[src/pnc_pkg.sv]
// Purpose: Shared constants and carrier types for the phase nonlinearity coefficient bank.
// Assumes: A 24-bit register port behind the serial control interface, one clock.
// Notes: Offsets, field positions and reset values are named here once.
// How it works
// Offset 0xa7 bits 23:16 hold the cubic low byte, channel 2, low current.
// Channel 2 high-current cubic: high byte 0xa8[23:16], low byte 0xa9[23:16].
// Linear terms sit in bits 15:0 of offsets 0xa7 through 0xab in fixed order.
// Channel 0 high-current quartic: high byte 0xaa[23:16], low byte 0xab[23:16].
// Offset 0xac bits 23:16 hold the quartic high byte, channel 1, low current.
// Offset 0xac bits 15:0 hold the quadratic term, channel 0, high current.
// All fields are host readable and writable and reset to zero.
// One coefficient set per channel and current level, chosen by the active level.
// Register ADh bits 23:16 hold the quartic low byte, channel 1, low current.
// Register A6h bits 23:16 hold the cubic high byte, channel 2, low current.
// Byte pairs join into 16-bit terms applied as a polynomial to the phase.
package pnc_pkg;

    // ------------------------------------------------------------------
    // Register map
    // ------------------------------------------------------------------
    localparam logic [7:0] ADDR_CUBIC_HI_CH2L = 8'ha6;
    localparam logic [7:0] ADDR_COEF_C3LO_CH2L_C1_CH0H = 8'ha7;
    localparam logic [7:0] ADDR_COEF_C3HI_CH2H_C1_CH1L = 8'ha8;
    localparam logic [7:0] ADDR_COEF_C3LO_CH2H_C1_CH1H = 8'ha9;
    localparam logic [7:0] ADDR_COEF_C4HI_CH0H_C1_CH2L = 8'haa;
    localparam logic [7:0] ADDR_COEF_C4LO_CH0H_C1_CH2H = 8'hab;
    localparam logic [7:0] ADDR_COEF_C4HI_CH1L_C2_CH0H = 8'hac;
    localparam logic [7:0] ADDR_QUARTIC_LO_CH1L = 8'had;
    localparam int NUM_REGS = 8;
    localparam logic [23:0] REG_RESET = 24'h000000;

    // ------------------------------------------------------------------
    // Field positions
    // ------------------------------------------------------------------
    localparam int BYTE_FIELD_MSB = 23;
    localparam int BYTE_FIELD_LSB = 16;
    localparam int WORD_FIELD_MSB = 15;
    localparam int WORD_FIELD_LSB = 0;
    localparam int FRAC_BITS = 16;

    // ------------------------------------------------------------------
    // Carriers
    // ------------------------------------------------------------------
    typedef enum logic [1:0] {
        CH_EMITTER_0 = 2'h0,
        CH_EMITTER_1 = 2'h1,
        CH_EMITTER_2 = 2'h2
    } pnc_channel_type;

    typedef struct packed {
        logic signed [15:0] linear;
        logic signed [15:0] quadratic;
        logic signed [15:0] cubic;
        logic signed [15:0] quartic;
    } pnc_coef_set_type;

    typedef struct packed {
        logic valid;
        logic [1:0] channel;
        logic high_current;
        logic [15:0] phase;
    } pnc_phase_type;

    typedef struct packed {
        logic [7:0] addr;
        logic wr;
        logic rd;
        logic [23:0] wdata;
    } pnc_reg_req_type;

endpackage

[src/pnc_coef_bank.sv]
// Purpose: Read/write coefficient bank A6h..ADh and the phase correction it steers.
// Assumes: Register port from the serial control interface, same clock domain.
// Notes: Unmapped reads return zero; unmapped writes are dropped.
`timescale 1ns/1ns
module pnc_coef_bank (
    input wire logic i_core_clk, // Core clock, 250 MHz
    input wire logic i_rst, // Synchronous reset, active high
    input wire pnc_pkg::pnc_reg_req_type i_reg, // Register request
    output logic [23:0] o_reg_rdata, // Read data
    output logic o_reg_rvalid, // Read data valid pulse
    input wire pnc_pkg::pnc_phase_type i_sample, // Measured phase sample
    output pnc_pkg::pnc_phase_type o_sample // Corrected phase sample
);

    typedef struct packed {
        logic [pnc_pkg::NUM_REGS-1:0][23:0] bank;
        logic [23:0] rdata;
        logic rvalid;
    } pnc_bank_state_type;

    pnc_bank_state_type state;
    pnc_bank_state_type next_state;
    pnc_pkg::pnc_coef_set_type sel_coef;

    // Map an address to a bank slot; hit is low outside the bank
    function automatic logic [3:0] slot_of(input logic [7:0] addr);
        logic [7:0] rel;
        rel = addr - pnc_pkg::ADDR_CUBIC_HI_CH2L;
        if (addr >= pnc_pkg::ADDR_CUBIC_HI_CH2L && addr <= pnc_pkg::ADDR_QUARTIC_LO_CH1L) begin
            return {1'b1, rel[2:0]};
        end
        return 4'h0;
    endfunction

    // Byte field of a stored register
    function automatic logic [7:0] hi_byte(input logic [23:0] r);
        return r[pnc_pkg::BYTE_FIELD_MSB:pnc_pkg::BYTE_FIELD_LSB];
    endfunction

    // Word field of a stored register
    function automatic logic [15:0] lo_word(input logic [23:0] r);
        return r[pnc_pkg::WORD_FIELD_MSB:pnc_pkg::WORD_FIELD_LSB];
    endfunction

    // Stored register by address
    function automatic logic [23:0] reg_at(
        input logic [pnc_pkg::NUM_REGS-1:0][23:0] bank,
        input logic [7:0] addr
    );
        logic [3:0] s;
        s = slot_of(addr);
        return s[3] ? bank[s[2:0]] : 24'h000000;
    endfunction

    // ------------------------------------------------------------------
    // Register access
    // ------------------------------------------------------------------
    // Reads are registered so the port sees one fixed latency
    always_comb begin
        logic [3:0] wslot;
        wslot = slot_of(i_reg.addr);
        next_state = state;
        next_state.rvalid = i_reg.rd;
        next_state.rdata = i_reg.rd ? reg_at(state.bank, i_reg.addr) : state.rdata;
        if (i_reg.wr && wslot[3]) begin
            next_state.bank[wslot[2:0]] = i_reg.wdata;
        end
    end

    // State register; every field clears to zero
    always_ff @(posedge i_core_clk) begin
        if (i_rst) begin
            state <= '0;
        end else begin
            state <= next_state;
        end
    end

    // ------------------------------------------------------------------
    // Coefficient set selection
    // ------------------------------------------------------------------
    // Terms held outside this bank read as zero here; their owner adds them elsewhere
    always_comb begin
        logic [23:0] r_a6, r_a7, r_a8, r_a9, r_aa, r_ab, r_ac, r_ad;
        r_a6 = reg_at(state.bank, pnc_pkg::ADDR_CUBIC_HI_CH2L);
        r_a7 = reg_at(state.bank, pnc_pkg::ADDR_COEF_C3LO_CH2L_C1_CH0H);
        r_a8 = reg_at(state.bank, pnc_pkg::ADDR_COEF_C3HI_CH2H_C1_CH1L);
        r_a9 = reg_at(state.bank, pnc_pkg::ADDR_COEF_C3LO_CH2H_C1_CH1H);
        r_aa = reg_at(state.bank, pnc_pkg::ADDR_COEF_C4HI_CH0H_C1_CH2L);
        r_ab = reg_at(state.bank, pnc_pkg::ADDR_COEF_C4LO_CH0H_C1_CH2H);
        r_ac = reg_at(state.bank, pnc_pkg::ADDR_COEF_C4HI_CH1L_C2_CH0H);
        r_ad = reg_at(state.bank, pnc_pkg::ADDR_QUARTIC_LO_CH1L);
        sel_coef = '0;
        unique case ({i_sample.channel, i_sample.high_current})
            {pnc_pkg::CH_EMITTER_0, 1'b1}: begin
                sel_coef.linear = lo_word(r_a7);
                sel_coef.quadratic = lo_word(r_ac);
                sel_coef.quartic = {hi_byte(r_aa), hi_byte(r_ab)};
            end
            {pnc_pkg::CH_EMITTER_1, 1'b0}: begin
                sel_coef.linear = lo_word(r_a8);
                sel_coef.quadratic = lo_word(r_ad);
                sel_coef.quartic = {hi_byte(r_ac), hi_byte(r_ad)};
            end
            {pnc_pkg::CH_EMITTER_1, 1'b1}: begin
                sel_coef.linear = lo_word(r_a9);
            end
            {pnc_pkg::CH_EMITTER_2, 1'b0}: begin
                sel_coef.linear = lo_word(r_aa);
                sel_coef.cubic = {hi_byte(r_a6), hi_byte(r_a7)};
            end
            {pnc_pkg::CH_EMITTER_2, 1'b1}: begin
                sel_coef.linear = lo_word(r_ab);
                sel_coef.cubic = {hi_byte(r_a8), hi_byte(r_a9)};
            end
            default: begin
                sel_coef = '0;
            end
        endcase
    end

    // ------------------------------------------------------------------
    // Correction stage
    // ------------------------------------------------------------------
    pnc_poly_correct u_poly (
        .i_core_clk(i_core_clk),
        .i_rst(i_rst),
        .i_sample(i_sample),
        .i_coef(sel_coef),
        .o_sample(o_sample)
    );

    assign o_reg_rdata = state.rdata;
    assign o_reg_rvalid = state.rvalid;

endmodule

[src/pnc_poly_correct.sv]
// Purpose: Polynomial correction of one phase sample with a selected coefficient set.
// Assumes: Phase is an unsigned fraction of a full cycle; terms are signed Q1.15-like.
// Notes: One registered stage; result wraps modulo a full phase cycle.
`timescale 1ns/1ns
module pnc_poly_correct (
    input wire logic i_core_clk, // Core clock
    input wire logic i_rst, // Synchronous reset, active high
    input wire pnc_pkg::pnc_phase_type i_sample, // Phase sample with its selection
    input wire pnc_pkg::pnc_coef_set_type i_coef, // Coefficient set for that selection
    output pnc_pkg::pnc_phase_type o_sample // Corrected sample, one cycle later
);

    typedef struct packed {
        pnc_pkg::pnc_phase_type out;
    } pnc_poly_state_type;

    pnc_poly_state_type state;
    pnc_poly_state_type next_state;

    // Scale a signed term by the phase fraction, keeping the top bits
    function automatic logic signed [15:0] scale_by_phase(
        input logic signed [15:0] term,
        input logic [15:0] x
    );
        logic signed [32:0] prod;
        prod = term * $signed({1'b0, x});
        return prod[31:16];
    endfunction

    // ------------------------------------------------------------------
    // Horner evaluation
    // ------------------------------------------------------------------
    // Horner form keeps every product 16 by 16 so one cycle suffices at 250 MHz budget
    always_comb begin
        logic signed [15:0] acc;
        acc = 16'sh0000;
        next_state = state;
        acc = i_coef.quartic;
        acc = scale_by_phase(acc, i_sample.phase) + i_coef.cubic;
        acc = scale_by_phase(acc, i_sample.phase) + i_coef.quadratic;
        acc = scale_by_phase(acc, i_sample.phase) + i_coef.linear;
        acc = scale_by_phase(acc, i_sample.phase);
        next_state.out.valid = i_sample.valid;
        next_state.out.channel = i_sample.channel;
        next_state.out.high_current = i_sample.high_current;
        next_state.out.phase = i_sample.phase + acc;
    end

    // State register
    always_ff @(posedge i_core_clk) begin
        if (i_rst) begin
            state <= '0;
        end else begin
            state <= next_state;
        end
    end

    assign o_sample = state.out;

endmodule

[config.mk]
export PLATFORM = sky130hd
export DESIGN_NAME = pnc_coef_bank
export DESIGN_NICKNAME = d
export VERILOG_FILES = /design/src/pnc_pkg.sv /design/src/pnc_coef_bank.sv /design/src/pnc_poly_correct.sv
export SDC_FILE = /design/constraint.sdc
export NUM_CORES = 2
export LEC_CHECK = 0
export BUFFER_PORTS_ARGS = -buffer_cell sky130_fd_sc_hd__buf_2
export CAP_MARGIN = 30
export CORE_AREA = 2 2 309 311
export CTS_BUF_LIST = sky130_fd_sc_hd__clkbuf_4
export DETAILED_ROUTE_END_ITERATION = 7
export DIE_AREA = 0 0 311 313
export PLACE_DENSITY = 0.66
export SYNTH_ARGS = -nofsm -noshare
export SYNTH_HDL_FRONTEND = slang
export SYNTH_SLANG_ARGS = --single-unit
export TNS_END_PERCENT = 100
[constraint.sdc]
create_clock -name i_core_clk -period 72 [get_ports i_core_clk]
set_input_delay 3.6 -clock i_core_clk [delete_from_list [all_inputs] [get_ports i_core_clk]]
set_output_delay 3.6 -clock i_core_clk [all_outputs]
set_load 0.01 [all_outputs]
==> results by group <==
Cells and area
  – Sequential cell area: 0.00474 mm²
  – Share of cells above drive strength 1: 0.0699
  – Nets@finish: 6875
  – Footprint of the multi-input gates: 0.0369 mm²
  – Area Growth Syn to Fin: 5.01%
  – Filler cells: 8942

Setup path
  – CP required: 72710 ps
  – Worst setup SP type: primary input
  – CP max FO: 18
  – CP arrival: 36270 ps
  – CP Capture Type: flip-flop
  – Setup CP Type: in2reg
  – Cell repeated most along the worst path: fa_1
  – CP max stage delay: 810 ps
  – Worst path slowest cell: nor2_2

Yosys
  – Post-synthesis sequential area ratio: 0.102
  – Ys Warns: 0
  – Post-synth top cells: nand2_1 (1070), inv_1 (1004), fa_1 (776)
  – Synthesized cell area: 0.0467 mm²
  – Cell taking the most area after synthesis: fa_1
  – Synth async-reset ratio: 0
  – Number of synthesized register bits: 237
  – Largest cells by area after synthesis: fa_1 (33%), ha_1 (14%), dfxtp_1 (10%)
  – Syn nets: 6947
  – Syn Inst Count: 5597
  – Synthesized area per cell: 8.34 µm²
  – Top cell type's share of synthesized area: 0.333
  – Post-synth cell types: 92
  – EDFF count, synth: 0
  – Most frequent cell after synthesis: nand2_1
  – Main synth FF type: dfxtp_1

Power
  – VDD IR-drop max: 0.0000122 V
  – Sw power: 0.0000932 W
  – Internal power: 0.000201 W
  – Sequential power share: 0.453
  – Net Sw Frac: 0.317
  – Logic pwr share: 0.164
  – PwrDens: 6.01 mW/mm²
  – Clock power share: 0.383
  – Static Leak: 24.8 nW

Global route
  – Met3 usage: 0.0415
  – First-pass GRT wire length: 208000 µm
  – Vias in the first global route: 38600
  – Grt met2 use: 0.435
  – Total track usage: 0.267
  – Initial antenna violation count: 8
  – Met1 usage: 0.366
  – Largest net degree at the start of global routing: 95
  – Congestion Overflow GR: 0
  – Most crowded layer after global routing: met2

STA
  – Slew Viols, Final: 0
  – Setup ws final: 36440 ps
  – RSZ-0062 raised after global routing: false
  – Tightest Pin Transition: 1030 ps
  – Final hold violation count: 0
  – Endpoints failing setup: 0
  – Min Tclk post-route: 35560 ps
  – Max_slew headroom: 0.312
  – Period Utilization, post-route: 0.494
  – Setup TNS: 0 ps
  – Fmax: 28.1 MHz
  – Final setup skew: 85.1 ps

Detailed routing
  – Vias: 36800
  – Final ANT Viol Nets: 0
  – Vias per cell: 5.39
  – Wire length per cell: 18.4 µm
  – Drt drc: 0
  – DRT Pass-1 Iters: 6
  – WL final: 125000 µm
  – First-iteration detailed-routing DRC count: 2609

Die
  – Ports: 101
  – Die Y: 313 µm
  – Core area: 0.0942 mm²
  – Chip width: 311 µm
  – Full die area: 0.0973 mm²
  – Starting Density: 0.496
  – Row cnt: 113

Hold path
  – Worst min path class: reg2reg

Clock tree
  – CTS buffer count: 58
  – Hold_buf cts: 0
  – Clk_lat worst skew: 820 ps
  – Clk buf depth: 3
  – CTS tree: yes
  – Clock Tree Root: clkbuf_4
  – # clock sinks: 237
  – H-tree depth: 2
  – Post-CTS setup buffers: 0
  – Gates resized, CTS repair: 0
  – Clk pin slew, worst setup/hold paths: 70 ps

Run
  – Max_cap viols: 0

Placement
  – Setup slack after placement: 35830 ps
  – Port bufs: 100
  – Final GP Congestion: 0.893
  – Dpl hpwl: 94300 µm

Status
  – Status: finished, final reports clean
==> cells in the final DEF (no fill, tap or decap), types with 91 or more instances in the layout <==
cell type / netlist / layout
nor2b_1: 127 / 127
ha_1: 518 / 518
and2_1: 328 / 327
dfxtp_1: 237 / 237
buf_2: 1 / 99
inv_1: 1004 / 1004
nand2_1: 1070 / 1070
nor2_1: 182 / 182
buf_4: 26 / 91
a21oi_1: 295 / 294
fa_1: 776 / 776
==> kinds of logic (layout without fill, tap and decap cells) <==
kind of cell	count (synthesis)	after routing	synth area share
xor+xnor	107	107	0.0215
mux	99	99	0.0226
buf+inv	1334	1301	0.110
compound gates	586	586	0.0788
flops	237	237	0.102
simple gates	1940	1940	0.194
fa+ha+maj	1294	1294	0.471
other cells	0	4	0
==> flip-flops by register name, summed over array words and instances (netlist names) <==
| register | flops |
|---|---|
| u_poly.o_sample | 20 |
| o_reg_rvalid | 1 |
| state | 192 |
| o_reg_rdata | 24 |
==> critical path: cells and delay by family <==
kind	cells	cell delay (ps)
AO/OA/AOI/OAI	43	9230
XOR/XNOR	9	2680
adder cells (fa/ha/maj)	33	14320
buffers and inverters	15	1090
multiplexers	2	400
AND/OR/NAND/NOR	23	4890
==> per-layer routing <==
metal / vias to the layer above / part of all wire
met5: - / 0.00017
met4: 4 / 0.030
met3: 195 / 0.079
met2: 1289 / 0.46
met1: 18300 / 0.44
li1: 17000 / -
==> worst paths after layout <==
check | from | end | depth (start not counted) | slack [ps]
max | i_sample[18] | u_poly.o_sample[15]$_SDFF_PP0_ | 125 | 36440
min reg2reg | state[39]$_SDFFE_PP0P_ | state[39]$_SDFFE_PP0P_ | 2 | 460
min | state[39]$_SDFFE_PP0P_ | state[39]$_SDFFE_PP0P_ | 2 | 460
max reg2reg | state[211]$_SDFFE_PP0P_ | u_poly.o_sample[15]$_SDFF_PP0_ | 122 | 40500
==> per-stage QoR <==
stage | instance area (µm²) | utilization | std cells | total power (W) | hold WS (ps)
5_1_grt | 49000 | 0.521 | 6833 | 0.000306 | 471
6_report | 49000 | 0.521 | 6833 | 0.000294 | 456
3_3_place_gp | 48100 | 0.511 | 6723 | 0.000184 | 442
2_1_floorplan | 46700 | - | 5597 | 0.000165 | 437
3_5_place_dp | 48300 | 0.513 | 6730 | 0.000184 | 447
4_1_cts | 49000 | 0.521 | 6829 | 0.000296 | 455
==> cell type report <==
class | instances | share of cell area
multi-input cells | 4026 | 0.752
flip-flops and latches | 237 | 0.0968
inverters | 1004 | 0.0769
well taps | 1265 | 0.0323
repair buffers | 198 | 0.0277
clock buffers | 82 | 0.0126
clock inverters | 17 | 0.00207
diodes | 4 | 0.000204
==> power groups by stage <==
stage	sequential [W]	clock, W	combinational [W]
3_3_place_gp	0.000136	0	0.0000473
6_report	0.000133	0.000113	0.0000484
4_1_cts	0.000133	0.000115	0.0000478
3_5_place_dp	0.000136	0	0.0000476
5_1_grt	0.000133	0.000121	0.0000521
2_1_floorplan	0.000136	0	0.0000287
(Power assumes the default switching activity.)
